**src/include/pm6_pkg.sv**
```systemverilog
/*
  Shared constants, types and decoding for the port-six pin block.
  Assumes a 32-bit AXI4-Lite register bus and an 18-bit byte address.
*/
package pm6_pkg;

  localparam int AW = 18;
  localparam int DW = 32;

  // Register indices; the byte address is four times the index.
  localparam logic [15:0] IDX_DIR = 16'hFFB9;
  localparam logic [15:0] IDX_LAT = 16'hFFBB;
  localparam logic [15:0] IDX_CTL = 16'hFFC0;
  localparam logic [15:0] IDX_SEL = 16'hFFC1;

  // Reset values and the fixed answer of the write-only register.
  localparam logic [7:0]  DIR_RST    = 8'h00;
  localparam logic [7:0]  LAT_RST    = 8'h00;
  localparam logic [7:0]  CTL_RST    = 8'h00;
  localparam logic [11:0] SEL_RST    = 12'h000;
  localparam logic [7:0]  DIR_RD_VAL = 8'hFF;

  // Field positions in the control and select registers.
  localparam int CTL_HOE     = 0;
  localparam int CTL_CLAMP_OUT_ENABLE    = 1;
  localparam int CTL_OEB     = 2;
  localparam int CTL_CCLR_LO = 3;
  localparam int CTL_CCLR_HI = 4;
  localparam int CTL_CKS_LSB = 5;
  localparam int CKS_W       = 3;
  localparam int SEL_OSX_LSB = 0;
  localparam int SEL_OS1_LSB = 4;
  localparam int SEL_OS0_LSB = 8;
  localparam int OS_W        = 4;
  localparam int SEL_W       = 12;

  // Clock-source codes at or above this value pick the external clock.
  localparam logic [2:0] CKS_EXT_MIN = 3'h5;

  localparam logic [1:0] RESP_OK  = 2'h0;
  localparam logic [1:0] RESP_ERR = 2'h2;
  localparam logic [23:0] PAD24   = 24'h000000;
  localparam logic [19:0] PAD20   = 20'h00000;

  // Channel state of the bus slave, one-hot.
  typedef enum logic [1:0] {
    CH_IDLE = 2'b01,
    CH_RESP = 2'b10
  } pm6_chan_t;

  // Output levels offered by the timers and the sync logic.
  typedef struct packed {
    logic hsync;
    logic aux_x;
    logic timer_unit_one;
    logic timer_unit_zero;
    logic frt_b;
    logic clamp;
  } pm6_per_out_t;

  // Pin levels handed on to the timers and the expansion converter.
  typedef struct packed {
    logic [3:0] exp_conv;
    logic       csync;
    logic       t1_rst;
    logic       t1_clk;
    logic       frt_d;
    logic       hsync_in;
    logic       frt_c;
  } pm6_feed_t;

  // Function-select controls as the mux sees them.
  typedef struct packed {
    logic       hsync_out_enable;
    logic       clamp_out_enable;
    logic       frt_out_b_enable;
    logic       cclr_hi;
    logic       cclr_lo;
    logic [2:0] cks;
    logic [3:0] osx;
    logic [3:0] os1;
    logic [3:0] os0;
  } pm6_ctrl_t;

  // One-hot register hit: bit0 direction, 1 latch, 2 control, 3 select.
  function automatic logic [3:0] reg_hit(input logic [AW-1:0] a);
    reg_hit = {a[AW-1:2] == IDX_SEL, a[AW-1:2] == IDX_CTL,
               a[AW-1:2] == IDX_LAT, a[AW-1:2] == IDX_DIR};
  endfunction

endpackage

```
**src/hw/pm6_axil_slave.sv**
```systemverilog
/*
  AXI4-Lite slave front end for the port-six registers.
  Assumes the parent supplies read data for the presented read address.
*/
`timescale 1ns/1ps
module pm6_axil_slave
  import pm6_pkg::*;
(
  input  wire logic              clk,
  input  wire logic              rst_b,
  input  wire logic [pm6_pkg::AW-1:0] awaddr,
  input  wire logic              awvalid,
  output logic                   awready,
  input  wire logic [pm6_pkg::DW-1:0] wdata,
  input  wire logic [3:0]        wstrb,
  input  wire logic              wvalid,
  output logic                   wready,
  output logic [1:0]             bresp,
  output logic                   bvalid,
  input  wire logic              bready,
  input  wire logic [pm6_pkg::AW-1:0] araddr,
  input  wire logic              arvalid,
  output logic                   arready,
  output logic [pm6_pkg::DW-1:0] rdata,
  output logic [1:0]             rresp,
  output logic                   rvalid,
  input  wire logic              rready,
  output logic                   wr_en,
  output logic [pm6_pkg::AW-1:0] wr_addr,
  output logic [pm6_pkg::DW-1:0] wr_data,
  output logic [3:0]             wr_strb,
  output logic [pm6_pkg::AW-1:0] rd_addr,
  input  wire logic [pm6_pkg::DW-1:0] rd_data
);
  pm6_chan_t wst_r;
  pm6_chan_t rst_r;

  // A write fires once address and data are both held.
  assign wr_en   = (wst_r == CH_IDLE) && !awready && !wready;
  assign rd_addr = araddr;

  // Write channels are taken in either order, then answered.
  always_ff @(posedge clk)
  begin
    if (!rst_b)
    begin
      wst_r   <= CH_IDLE;
      awready <= 1'b1;
      wready  <= 1'b1;
      bvalid  <= 1'b0;
      bresp   <= RESP_OK;
      wr_addr <= '0;
      wr_data <= '0;
      wr_strb <= 4'h0;
    end
    else
    begin
      if (awvalid && awready)
      begin
        wr_addr <= awaddr;
        awready <= 1'b0;
      end
      if (wvalid && wready)
      begin
        wr_data <= wdata;
        wr_strb <= wstrb;
        wready  <= 1'b0;
      end
      case (wst_r)
        CH_IDLE:
        begin
          if (wr_en)
          begin
            wst_r  <= CH_RESP;
            bvalid <= 1'b1;
            bresp  <= (|reg_hit(wr_addr)) ? RESP_OK : RESP_ERR;
          end
        end
        CH_RESP:
        begin
          if (bready)
          begin
            wst_r   <= CH_IDLE;
            bvalid  <= 1'b0;
            awready <= 1'b1;
            wready  <= 1'b1;
          end
        end
        default: wst_r <= CH_IDLE;
      endcase
    end
  end

  // Read data is captured when the address is taken.
  always_ff @(posedge clk)
  begin
    if (!rst_b)
    begin
      rst_r   <= CH_IDLE;
      arready <= 1'b1;
      rvalid  <= 1'b0;
      rdata   <= '0;
      rresp   <= RESP_OK;
    end
    else
    begin
      case (rst_r)
        CH_IDLE:
        begin
          if (arvalid)
          begin
            rst_r   <= CH_RESP;
            arready <= 1'b0;
            rvalid  <= 1'b1;
            rdata   <= rd_data;
            rresp   <= (|reg_hit(araddr)) ? RESP_OK : RESP_ERR;
          end
        end
        CH_RESP:
        begin
          if (rready)
          begin
            rst_r   <= CH_IDLE;
            rvalid  <= 1'b0;
            arready <= 1'b1;
          end
        end
        default: rst_r <= CH_IDLE;
      endcase
    end
  end
endmodule

```
**src/hw/pm6_pin_mux.sv**
```systemverilog
/*
  Combinational function selection for the eight port-six pins.
  Assumes the parent registers every result before it leaves the block.
*/
`timescale 1ns/1ps
module pm6_pin_mux
  import pm6_pkg::*;
(
  input  wire logic [7:0]            dir,
  input  wire logic [7:0]            lat,
  input  wire logic [7:0]            pins,
  input  wire pm6_pkg::pm6_ctrl_t    ctl,
  input  wire pm6_pkg::pm6_per_out_t per,
  output logic [7:0]                 pin_o,
  output logic [7:0]                 pin_oe,
  output pm6_pkg::pm6_feed_t         feed
);
  // A compare output is claimed by any nonzero select code.
  function automatic logic sel_on(input logic [3:0] os);
    sel_on = |os;
  endfunction

  wire x_on  = sel_on(ctl.osx);
  wire t1_on = sel_on(ctl.os1);
  wire t0_on = sel_on(ctl.os0);

  // Lower four pins and bit five are plain ports by direction bit.
  genvar g;
  generate
    for (g = 0; g < 6; g++)
    begin : g_plain
      if (g < 4 || g == 5)
      begin : g_io
        assign pin_o[g]  = lat[g];
        assign pin_oe[g] = dir[g];
      end
    end
  endgenerate

  // Bit four: clamp, then timer 0, then the port.
  assign pin_o[4]  = ctl.clamp_out_enable ? per.clamp : t0_on ? per.timer_unit_zero : lat[4];
  assign pin_oe[4] = (ctl.clamp_out_enable || t0_on) ? 1'b1 : dir[4];

  // Bit six: free-running timer output B, else the port.
  assign pin_o[6]  = ctl.frt_out_b_enable ? per.frt_b : lat[6];
  assign pin_oe[6] = ctl.frt_out_b_enable ? 1'b1 : dir[6];

  // Bit seven: sync, then aux timer X, then timer 1, then the port.
  assign pin_o[7]  = ctl.hsync_out_enable ? per.hsync : x_on ? per.aux_x :
                     t1_on ? per.timer_unit_one : lat[7];
  assign pin_oe[7] = (ctl.hsync_out_enable || x_on || t1_on) ? 1'b1 : dir[7];

  // Input feeds are always live; two are gated by timer 1 settings.
  assign feed.exp_conv = pins[7:4];
  assign feed.csync    = pins[6];
  assign feed.t1_rst   = ctl.cclr_hi && ctl.cclr_lo && pins[6];
  assign feed.t1_clk   = (ctl.cks >= CKS_EXT_MIN) && pins[5];
  assign feed.frt_d    = pins[5];
  assign feed.hsync_in = pins[5];
  assign feed.frt_c    = pins[4];
endmodule

```
**src/hw/pm6_top.sv**
```systemverilog
/*
  Port six: eight-pin general port with function selection for bits 7 to 4.
  Assumes pin inputs and timer outputs are synchronous to clk, and that
  hw_stby is a synchronous, active-high hardware standby indication.
*/
// Design decision made here: the AXI4-Lite interface to the registers.
`timescale 1ns/1ps
module pm6_top
  import pm6_pkg::*;
(
  input  wire logic                  clk,
  input  wire logic                  rst_b,
  input  wire logic                  hw_stby,
  input  wire logic [pm6_pkg::AW-1:0] s_axi_awaddr,
  input  wire logic                  s_axi_awvalid,
  output logic                       s_axi_awready,
  input  wire logic [pm6_pkg::DW-1:0] s_axi_wdata,
  input  wire logic [3:0]            s_axi_wstrb,
  input  wire logic                  s_axi_wvalid,
  output logic                       s_axi_wready,
  output logic [1:0]                 s_axi_bresp,
  output logic                       s_axi_bvalid,
  input  wire logic                  s_axi_bready,
  input  wire logic [pm6_pkg::AW-1:0] s_axi_araddr,
  input  wire logic                  s_axi_arvalid,
  output logic                       s_axi_arready,
  output logic [pm6_pkg::DW-1:0]     s_axi_rdata,
  output logic [1:0]                 s_axi_rresp,
  output logic                       s_axi_rvalid,
  input  wire logic                  s_axi_rready,
  input  wire logic [7:0]            pin_i,
  output logic [7:0]                 pin_o,
  output logic [7:0]                 pin_oe,
  input  wire pm6_pkg::pm6_per_out_t per_i,
  output pm6_pkg::pm6_feed_t         feed_o
);
  logic [7:0]       dir_r;
  logic [7:0]       lat_r;
  logic [7:0]       ctl_r;
  logic [SEL_W-1:0] sel_r;
  logic [7:0]       dir_nxt;
  logic [7:0]       lat_nxt;
  logic [7:0]       ctl_nxt;
  logic [SEL_W-1:0] sel_nxt;
  logic [7:0]       pin_o_nxt;
  logic [7:0]       pin_oe_nxt;
  pm6_feed_t        feed_nxt;
  pm6_ctrl_t        ctl;
  logic             wr_en;
  logic [AW-1:0]    wr_addr;
  logic [DW-1:0]    wr_data;
  logic [3:0]       wr_strb;
  logic [AW-1:0]    rd_addr;
  logic [DW-1:0]    rd_data;
  logic [3:0]       whit;
  logic [3:0]       rhit;
  logic [7:0]       port_rd;
  logic             lo_we;
  logic             hi_we;
  logic             rst_b_dly_r;

  pm6_axil_slave u_bus (
    .clk     (clk),
    .rst_b   (rst_b),
    .awaddr  (s_axi_awaddr),
    .awvalid (s_axi_awvalid),
    .awready (s_axi_awready),
    .wdata   (s_axi_wdata),
    .wstrb   (s_axi_wstrb),
    .wvalid  (s_axi_wvalid),
    .wready  (s_axi_wready),
    .bresp   (s_axi_bresp),
    .bvalid  (s_axi_bvalid),
    .bready  (s_axi_bready),
    .araddr  (s_axi_araddr),
    .arvalid (s_axi_arvalid),
    .arready (s_axi_arready),
    .rdata   (s_axi_rdata),
    .rresp   (s_axi_rresp),
    .rvalid  (s_axi_rvalid),
    .rready  (s_axi_rready),
    .wr_en   (wr_en),
    .wr_addr (wr_addr),
    .wr_data (wr_data),
    .wr_strb (wr_strb),
    .rd_addr (rd_addr),
    .rd_data (rd_data)
  );

  // Register decode for both directions of access.
  assign whit  = reg_hit(wr_addr);
  assign rhit  = reg_hit(rd_addr);
  assign lo_we = wr_en && wr_strb[0];
  assign hi_we = wr_en && wr_strb[1];

  // Next register values; hardware standby wins over any write.
  assign dir_nxt = hw_stby ? DIR_RST : (lo_we && whit[0]) ? wr_data[7:0] : dir_r;
  assign lat_nxt = hw_stby ? LAT_RST : (lo_we && whit[1]) ? wr_data[7:0] : lat_r;
  assign ctl_nxt = hw_stby ? CTL_RST : (lo_we && whit[2]) ? wr_data[7:0] : ctl_r;
  assign sel_nxt = hw_stby ? SEL_RST :
                   {(hi_we && whit[3]) ? wr_data[SEL_W-1:8] : sel_r[SEL_W-1:8],
                    (lo_we && whit[3]) ? wr_data[7:0] : sel_r[7:0]};

  // Port read: latch for output bits, pin level for input bits.
  assign port_rd = (dir_r & lat_r) | (~dir_r & pin_i);

  // Read data; the direction register never shows what it stores.
  assign rd_data = rhit[0] ? {PAD24, DIR_RD_VAL} :
                   rhit[1] ? {PAD24, port_rd} :
                   rhit[2] ? {PAD24, ctl_r} :
                   rhit[3] ? {PAD20, sel_r} : '0;

  // Control fields handed to the function mux.
  assign ctl.hsync_out_enable     = ctl_r[CTL_HOE];
  assign ctl.clamp_out_enable    = ctl_r[CTL_CLAMP_OUT_ENABLE];
  assign ctl.frt_out_b_enable     = ctl_r[CTL_OEB];
  assign ctl.cclr_hi = ctl_r[CTL_CCLR_HI];
  assign ctl.cclr_lo = ctl_r[CTL_CCLR_LO];
  assign ctl.cks     = ctl_r[CTL_CKS_LSB +: CKS_W];
  assign ctl.osx     = sel_r[SEL_OSX_LSB +: OS_W];
  assign ctl.os1     = sel_r[SEL_OS1_LSB +: OS_W];
  assign ctl.os0     = sel_r[SEL_OS0_LSB +: OS_W];

  // Mode-independent function selection for all eight pins.
  pm6_pin_mux u_mux (
    .dir    (dir_r),
    .lat    (lat_r),
    .pins   (pin_i),
    .ctl    (ctl),
    .per    (per_i),
    .pin_o  (pin_o_nxt),
    .pin_oe (pin_oe_nxt),
    .feed   (feed_nxt)
  );

  // Registers; nothing here is touched by software standby.
  always_ff @(posedge clk)
  begin
    if (!rst_b)
    begin
      dir_r <= DIR_RST;
      lat_r <= LAT_RST;
      ctl_r <= CTL_RST;
      sel_r <= SEL_RST;
    end
    else
    begin
      dir_r <= dir_nxt;
      lat_r <= lat_nxt;
      ctl_r <= ctl_nxt;
      sel_r <= sel_nxt;
    end
  end

  // Pin drivers and feeds leave the block from flip-flops.
  always_ff @(posedge clk)
  begin
    if (!rst_b)
    begin
      pin_o  <= 8'h00;
      pin_oe <= 8'h00;
      feed_o <= '0;
    end
    else
    begin
      pin_o  <= pin_o_nxt;
      pin_oe <= pin_oe_nxt;
      feed_o <= feed_nxt;
    end
  end

  // Reset copy one edge late; the reset edge itself must not start a check.
  always_ff @(posedge clk)
  begin
    rst_b_dly_r <= rst_b;
  end
endmodule

```
**config.mk**
```make
export PLATFORM = sky130hd
export DESIGN_NAME = pm6_top
export DESIGN_NICKNAME = d
export VERILOG_FILES = /design/src/include/pm6_pkg.sv /design/src/hw/pm6_axil_slave.sv /design/src/hw/pm6_pin_mux.sv /design/src/hw/pm6_top.sv
export SDC_FILE = /design/constraint.sdc
export NUM_CORES = 1
export LEC_CHECK = 0
export ABC_AREA = 1
export BUFFER_PORTS_ARGS = -buffer_cell sky130_fd_sc_hd__buf_2
export CELL_PAD_IN_SITES_DETAIL_PLACEMENT = 1
export CELL_PAD_IN_SITES_GLOBAL_PLACEMENT = 1
export CORE_MARGIN = 2
export CORE_UTILIZATION = 35
export CTS_CLUSTER_DIAMETER = 120
export DETAILED_ROUTE_END_ITERATION = 10
export PLACE_DENSITY_LB_ADDON = 0.1
export SYNTH_ARGS = -nofsm -noshare
export SYNTH_HDL_FRONTEND = slang
export SYNTH_SLANG_ARGS = --single-unit
```
**constraint.sdc**
```tcl
create_clock -name clk -period 1.6 [get_ports clk]
set_input_delay 0.32 -clock clk [delete_from_list [all_inputs] [get_ports clk]]
set_output_delay 0.32 -clock clk [all_outputs]
set_load 0.02 [all_outputs]
```
---- Word-level counts from Yosys, hierarchy flattened ----
Index checks and enable logic that the tools add are counted.
W data, S select, Z words.
word-level totals
  bits in registers ....................... 138
  input bits .............................. 94
  word-level logic and storage cells ...... 117
cells by class
  reduce and logical (&&, ||, !) cells .... 33
  bitwise logic cells ..................... 5
  equal/unequal tests ..................... 16
  muxes and demuxes ....................... 36
  order comparisons ....................... 1
operators with widths
  operator                count
  $eq A16 B16 Y1 const B  8
  $mux W12                4
  $mux W1                 21
  $reduce_or A4 Y1        5
  $and A8 B8 Y8           2
  $logic_and A1 B1 Y1     14
  $mux W2                 6
  $ne A2 B2 Y1 const B    4
  $not A8 Y8              1
  $or A8 B8 Y8            1
  $pmux W2 S2             2
  $reduce_and A2 Y1       4
  $pmux W1 S2             3
  $reduce_and A3 Y1       2
  $eq A2 B1 Y1 const B    2
  $eq A2 B2 Y1 const B    2
  $reduce_bool A2 Y1      2
  $ge A3 B3 Y1 const B    1
  $logic_or A1 B1 Y1      3
  $logic_not A1 Y1        2
  $reduce_or A2 Y1        1
  $not A1 Y1              1

---- Logic depth before layout (Yosys ltp) ----
Gate-level depths: netlist of run 1.
  depth after elaboration ................. 5
  depth in mapped cells ................... 9
  gate-level depth less buffers ........... 9

---- Modules after synthesis ----
Synthesis of run 1 repeated with hierarchy kept, for this count alone.
unflattened totals
  cell total of the unflattened synthesis .. 994
  area, all modules ....................... 7031.7 µm²
modules (own cells, without submodules)
  module          times used  area each (µm²)  sequential area each (µm²)  cells an instance
  pm6_axil_slave  1           3772.4           1941.9                      480
  pm6_top         1           2954.1           1241.2                      460
  pm6_pin_mux     1           305.3            0.0                         54

---- Worst setup path before layout of run 1 ----
No wires, ideal clock.
  kind .................................... register -> register
  start ................................... reg u_bus.wready
  end ..................................... reg ctl_r[2]
  stages on the path, launching flop included .. 10
  path slack .............................. 0.287 ns
  data arrival time ....................... 1.201 ns
  path through ............................ dfxtp_1 > inv_2 > nand4_4 > nor2_4 > buf_6 > inv_4 > nor2_8 > nand2_1 > nand2_1 > nor2_1
between the ends
  word-level cells in the longest chain between the ends .. 4
ends and longest elaborated chain
  element                 RTL line              text
  start, declared         pm6_axil_slave.sv:17  output logic wready,
  start signal, assigned  pm6_axil_slave.sv:49  wready <= 1'b1;
  start signal, assigned  pm6_axil_slave.sv:67  wready <= 1'b0;
  start signal, assigned  pm6_axil_slave.sv:86  wready <= 1'b1;
  $logic_not A1 Y1        pm6_axil_slave.sv:39  assign wr_en = (wst_r == CH_IDLE) && !awready && !wready;
  $logic_and A1 B1 Y1     pm6_axil_slave.sv:39
  $logic_and A1 B1 Y1     pm6_top.sv:93         assign lo_we = wr_en && wr_strb[0];
  $logic_and A1 B1 Y1     pm6_top.sv:99         assign ctl_nxt = hw_stby ? CTL_RST : (lo_we && whit[2]) ? wr_data[7:0] : ctl_r;
  end signal, assigned    pm6_top.sv:150        ctl_r <= ctl_nxt;
  end, declared           pm6_top.sv:39         logic [7:0] ctl_r;
No other way between the ends.
A chain may end at the register's enable or synchronous reset.

---- Worst setup path after layout of run 1 ----
  start ................................... reg u_bus.wr_addr[9] (netlist bit)
  end ..................................... reg dir_r[3]
between the ends
  word-level cells in the longest chain between the ends .. 2
ends and longest elaborated chain
  element                 RTL line              text
  start, declared         pm6_axil_slave.sv:29  output logic [pm6_pkg::AW-1:0] wr_addr,
  start signal, assigned  pm6_axil_slave.sv:60  wr_addr <= awaddr;
  $eq A16 B16 Y1          pm6_pkg.sv:88         a[AW-1:2] == IDX_LAT, a[AW-1:2] == IDX_DIR};
  $logic_and A1 B1 Y1     pm6_top.sv:97         assign dir_nxt = hw_stby ? DIR_RST : (lo_we && whit[0]) ? wr_data[7:0] : dir_r;
  end signal, assigned    pm6_top.sv:148        dir_r <= dir_nxt;
  end, declared           pm6_top.sv:37         logic [7:0] dir_r;
No other way between the ends.

==> results.toml, run 1 <==
[worst_setup_path]
cpLargestDelayFamily = "simple AND/OR/NAND/NOR gates"
r2r-start = "u_bus.wr_addr[9]"
arrival_ps = 1690
end_kind = "flop"
critical_path_class = "reg2reg"
crit_chain = "nand4_2, nor2_2, nand2_1, nor2_2, nand3_1, nand2_1, nor2_1"
worstPathRequired_ps = 1850
cpPeakStageDelay_ps = 370
worstPathMaxFanout = 4
critPathSlowestCell = "dfxtp_1"
crit_start = "u_bus.wr_addr[9]"
cp_num_buf_inv = 0
start_kind = "flop"

[run]
maxCapViolations = 0

[floorplan]
core_um2 = 13350
die_h_um = 121.2
start_util = 0.3600
die-area_um2 = 14680
ios = 161
rows = 42
dieWidth_um = 121.2

[final_layout]
drive_gt1_frac = 0.2331
utilization = 0.4330
n_fill_cell = 1722
regArea_um2 = 2222
final_nets = 857
layout.cells.non_filler = 944
multi_input_comb_area_um2 = 2108
area_growth_pct = 20.29
diodes = 0

[power]
leakage_nw = 2.773
p_per_area_nw_per_um2 = 979.9
comb_power_share = 0.101
p_sw_frac = 0.2581
power_frac_seq = 0.517
clkPwrFrac = 0.382
p_int_mw = 4.201
power_mw = 5.663
p_switching_mw = 1.462
ir_drop_v = 0.0005856

[place]
port_buffers = 112
hpwlAfterDp_mm = 9.917
globalplace.congestion = 0.7671
dp.cells = 928
place_ws_ps = 29.61

[global_routing]
use_met1 = 0.2255
antenna_found_initial = 0
grt_use_met2 = 0.3111
grt_start_max_net_pins = 60
use_met3 = 0.04417
grtUsageTotal = 0.1815
grt_pass1_wl_mm = 20.76
top_usage_layer = "met2"
gr-total-overflow = 0
grt_pass1_vias = 4311

[timing]
finalCriticalPeriod_ps = 1435
worstMarginPinSlew_ps = 556.9
relSlewSlack = 0.6274
hold_viol_final = 0
grt_setup_unrepaired = "false"
slew_viol_final = 0
finalSetupViolations = 0
setup_tns_ps = 0
skew_ps = 8.948
timing.final.crit_share = 0.8966
fmax_mhz = 697.1
post-route-worst-setup-slack_ps = 165.4

[routing]
drt_iter0_markers = 124
wire_per_inst_um = 13.42
num_vias = 4297
route.antenna.remaining_nets = 0
post_drt_via_cell_ratio = 4.552
dr.pass1.iters = 4
drc = 0
wl_mm = 12.67

[clock_tree]
cts_hold_buf = 0
clock-sinks = 111
cts_root_buf = "clkbuf_16"
post-cts-setup-buffers = 0
clk_latency_ps = 350
h-tree-depth = 3
cts-buffers-inserted = 9
cts_buffer_depth = 2
cts.clk_slew.worst_paths_ps = 70
cts_tree = "done"

[yosys]
syn_area_um2 = 4805
synth_cell_types = 34
ys_ff_latch = 111
syn_avg_cell_area_um2 = 7.358
synthesis.instances = 653
ys_seq_area_frac = 0.4625
synth_warnings = 0

[outcome]
status = "complete, no violations"

[hold_path]
hold_class = "in2reg"
hold_path_startpoint = "s_axi_awvalid"
-- logic make-up after synthesis --
family          count (synthesis)  synth area share
other cells                     1         0.0007805
simple gates                  311            0.2870
mux                             7           0.01641
flops                         111            0.4625
buf+inv                       113            0.1167
compound gates                110            0.1167
-- Yosys cell counts, drive strengths merged --
library cell  instances  area (µm²)
a21oi                37       185.2
buf                  35       260.2
clkbuf               10       37.54
clkinv                1       3.750
conb                  1       3.750
dfxtp               111        2222
inv                  67       259.0
mux2                  7       78.83
nand2               120       467.9
nand3                31       182.7
nand4                 7       65.06
nor2                150       635.6
nor3                  2       21.27
nor4                  1       6.260
o211ai                2       15.01
o21ai                69       345.3
o31ai                 2       15.01
-- placed cells by master, fill, tap and decap left out, types with 2 or more instances in the layout --
cell / synthesis / final
nor2_2: 10 / 10
nor2_1: 136 / 136
nor2_8: 2 / 2
nand4_1: 5 / 5
clkbuf_16: 0 / 9
clkinv_2: 0 / 3
mux2_2: 7 / 7
nand2_1: 115 / 114
o211ai_1: 2 / 2
clkinv_4: 0 / 2
clkbuf_8: 0 / 2
inv_1: 62 / 62
buf_12: 0 / 3
conb_1: 1 / 22
buf_4: 27 / 8
o31ai_1: 2 / 2
buf_2: 4 / 112
o21ai_1: 4 / 4
o21ai_0: 65 / 65
a21oi_1: 37 / 37
nor2_4: 2 / 2
nand3_2: 3 / 4
nand3_1: 27 / 26
dfxtp_1: 111 / 111
inv_2: 3 / 3
nand2_2: 4 / 5
-- stage by stage --
stage,hold WS [ps],instance area [µm²]
final,160.2,5779
after global routing,154.2,5779
after CTS,145.5,5772
after detailed placement,438.4,5487
after global placement,433.1,5487
after floorplan,413.5,4883
-- worst paths after layout --
kind                            cells after the start  slack (ps)            end
worst min-delay path                                2         160  u_bus.awready
worst min register to register                      2         440       pin_o[2]
worst max-delay path                                7         170       dir_r[3]
worst max register to register                      7         170       dir_r[3]
-- state kept, by name, indices dropped and copies added (netlist names) --
signal and cells:
ctl_r 8, dir_r 8, feed_o 6, lat_r 8, pin_o 8, pin_oe 8, sel_r 12, u_bus.arready 1
u_bus.awready 1, u_bus.bresp 1, u_bus.bvalid 1, u_bus.rdata 12, u_bus.rresp 1, u_bus.rst_r 2, u_bus.rvalid 1, u_bus.wr_addr 16
u_bus.wr_data 12, u_bus.wr_strb 2, u_bus.wready 1, u_bus.wst_r 2
-- per-layer routing --
metal	vias to the layer above	wire length, µm
li1	2234	-
met1	1970	5741
met2	83	6143
met3	10	623
met4	0	163
met5	-	0
-- power by group through the flow --
stage	sequential, mW	clock, mW	combinational (mW)
floorplan	3.02	0	0.364
global placement	2.99	0	0.566
detailed placement	2.99	0	0.585
CTS	2.93	2.23	0.586
global route	2.94	2.36	0.655
finish	2.93	2.16	0.575
-- timing repair --
| item | CTS | global route |
|---|---|---|
| gates resized for setup | 0 | 2 |
| endpoints found under the hold margin | 0 | 0 |
| endpoints found under the setup margin | 0 | 7 |
-- cell type report --
cell class,count,area share
well taps,176,0.03810
flip-flops and latches,111,0.3845
inverters,68,0.04546
clock inverters,5,0.005629
multi-input cells,450,0.3648
clock buffers,11,0.04373
repair buffers,123,0.1178
No activity file was read; power rests on OpenSTA's default activity.
==> run 2: changes to the inputs <==
--- a/config.mk
+++ b/config.mk
@@ -9,11 +9,13 @@
 export BUFFER_PORTS_ARGS = -buffer_cell sky130_fd_sc_hd__buf_2
 export CELL_PAD_IN_SITES_DETAIL_PLACEMENT = 1
 export CELL_PAD_IN_SITES_GLOBAL_PLACEMENT = 1
+export CORE_ASPECT_RATIO = 0.5
 export CORE_MARGIN = 2
 export CORE_UTILIZATION = 35
 export CTS_CLUSTER_DIAMETER = 120
 export DETAILED_ROUTE_END_ITERATION = 10
 export PLACE_DENSITY_LB_ADDON = 0.1
+export SKIP_LAST_GASP = 1
 export SYNTH_ARGS = -nofsm -noshare
 export SYNTH_HDL_FRONTEND = slang
 export SYNTH_SLANG_ARGS = --single-unit
==> results.toml, run 2 (synthesized netlist as in run 1, its figures left out) <==
[outcome]
status = "complete, no violations"

[final_layout]
mostFrequentLayoutCell = "nor2_1"
regArea_um2 = 2223
layout.cells.non_filler = 951
regMostFlops = "u_bus.wr_addr"
utilization = 0.4332
final_nets = 864
diodes = 0
largest_reg_flops = 16
final_cell_mix = "nor2_1, nand2_1, buf_2, dfxtp_1, o21ai_0"
multi_input_comb_area_um2 = 2131
drive_gt1_frac = 0.2413
fin_area_um2 = 5838
area_growth_pct = 21.51
n_fill_cell = 1772

[place]
place_ws_ps = -21.51
dp.cells = 934
hpwlAfterDp_mm = 10.21
port_buffers = 112
globalplace.congestion = 0.8175
placed_area_um2 = 5507

[routing]
wl_met3_um = 730
top_layer = "met5"
post_drt_via_cell_ratio = 4.623
met2WireLength_mm = 5.481
wl_mm = 13.48
drc = 0
wl_met1_mm = 7.141
dr.pass1.iters = 4
num_vias = 4396
wire_per_inst_um = 14.17
drt_iter0_markers = 175
route.antenna.remaining_nets = 0

[power]
power_mw = 5.818
p_switching_mw = 1.500
p_int_mw = 4.318
ir_drop_v = 0.0005237
leakage_nw = 2.805
p_per_area_nw_per_um2 = 996.6
power_frac_seq = 0.504
p_sw_frac = 0.2578
clkPwrFrac = 0.396
comb_power_share = 0.100

[timing]
whs_ps = 159.5
timing.final.crit_share = 0.9366
fmax_mhz = 667.3
setup_tns_ps = 0
grt_setup_unrepaired = "true"
worstMarginPinSlew_ps = 542.8
finalCriticalPeriod_ps = 1499
skew_ps = 8.067
finalSetupViolations = 0
hold_viol_final = 0
slew_viol_final = 0
post-route-worst-setup-slack_ps = 101.5
relSlewSlack = 0.6368

[global_routing]
grt_pass1_wl_mm = 21.73
antenna_found_initial = 1
gr-total-overflow = 0
grt_pass1_vias = 4312
grtUsageTotal = 0.1886
grt_start_max_net_pins = 35

[clock_tree]
clock-sinks = 111
cts_root_buf = "clkbuf_16"
h-tree-depth = 3
cts_tree = "done"
cts_buffer_depth = 2
clk_latency_ps = 350
cts.clk_slew.worst_paths_ps = 70
cts-buffers-inserted = 9

[hold_path]
hold_class = "in2reg"
min_delay_path_depth = 2
hold_path_startpoint = "s_axi_awvalid"
whs_endpoint = "u_bus.awready"

[worst_setup_path]
arrival_ps = 1730
end_kind = "flop"
critical_path_class = "reg2reg"
worstPathMaxFanout = 13
worstPathRequired_ps = 1830
reg2reg_depth = 7
start_kind = "flop"
r2r-start = "u_bus.wready"
ff2ff_setup_slack_ps = 100
reg2reg_to = "lat_r[1]"

[floorplan]
die-area_um2 = 14740
core_um2 = 13480
start_util = 0.3565
dieWidth_um = 169.7
ios = 161
rows = 30
die_h_um = 86.85

[run]
maxCapViolations = 0
-- run 2: changes by cell type in the layout (fill, tap and decap cells not counted), sizes merged --
cell,before,now
bufinv,0,1
nand3,31,32
buf,123,129
clkinvlp,0,3
clkinv,6,2
-- run 2: worst max-delay path by stage --
stage	from	end	slack [ps]	cells past startpoint
after floorplan	u_bus.wready	ctl_r[2]	290	9
after global placement	s_axi_araddr[5]	u_bus.rdata[8]	30	8
after detailed placement	s_axi_araddr[5]	u_bus.rdata[8]	-20	8
after CTS	u_bus.wr_addr[14]	dir_r[5]	80	7
after global routing	u_bus.wready	lat_r[1]	-40	7
final	u_bus.wready	lat_r[1]	100	7
-- run 2: final cells by class --
type,count,share of cell area
flip-flops and latches,111,0.3808
multi-input cells,451,0.3650
repair buffers,129,0.1200
inverters,68,0.04501
clock buffers,11,0.04158
well taps,176,0.03772
clock inverters,5,0.009859
-- run 2: critical path, cell delays in order (launching register included) --
cell and delay, ps:
dfxtp_1 340, inv_2 80, nand4_4 110, nor2_4 210, buf_4 240, nand3_2 200
nand2_1 120, a21oi_1 70
-- run 2: timing repair --
item / CTS / global route
hold buffers: 0 / 0
setup endpoints to repair: 0 / 13
gates resized for setup: 0 / 9
setup buffers: 0 / 0
-- run 2: power groups by stage --
| stage | clock network (mW) | registers [mW] | logic (mW) |
|---|---|---|---|
| 5_1_grt | 2.48 | 2.95 | 0.659 |
| 3_5_place_dp | 0 | 2.99 | 0.584 |
| 4_1_cts | 2.36 | 2.93 | 0.585 |
| 6_report | 2.31 | 2.93 | 0.582 |
| 3_3_place_gp | 0 | 2.99 | 0.574 |
| 2_1_floorplan | 0 | 3.02 | 0.364 |
-- run 2: metal layers --
metal | up-vias | global-route usage
li1 | 2247 | -
met1 | 2022 | 0.2707
met2 | 114 | 0.2928
met3 | 11 | 0.04134
met4 | 2 | 0.03963
met5 | - | 0
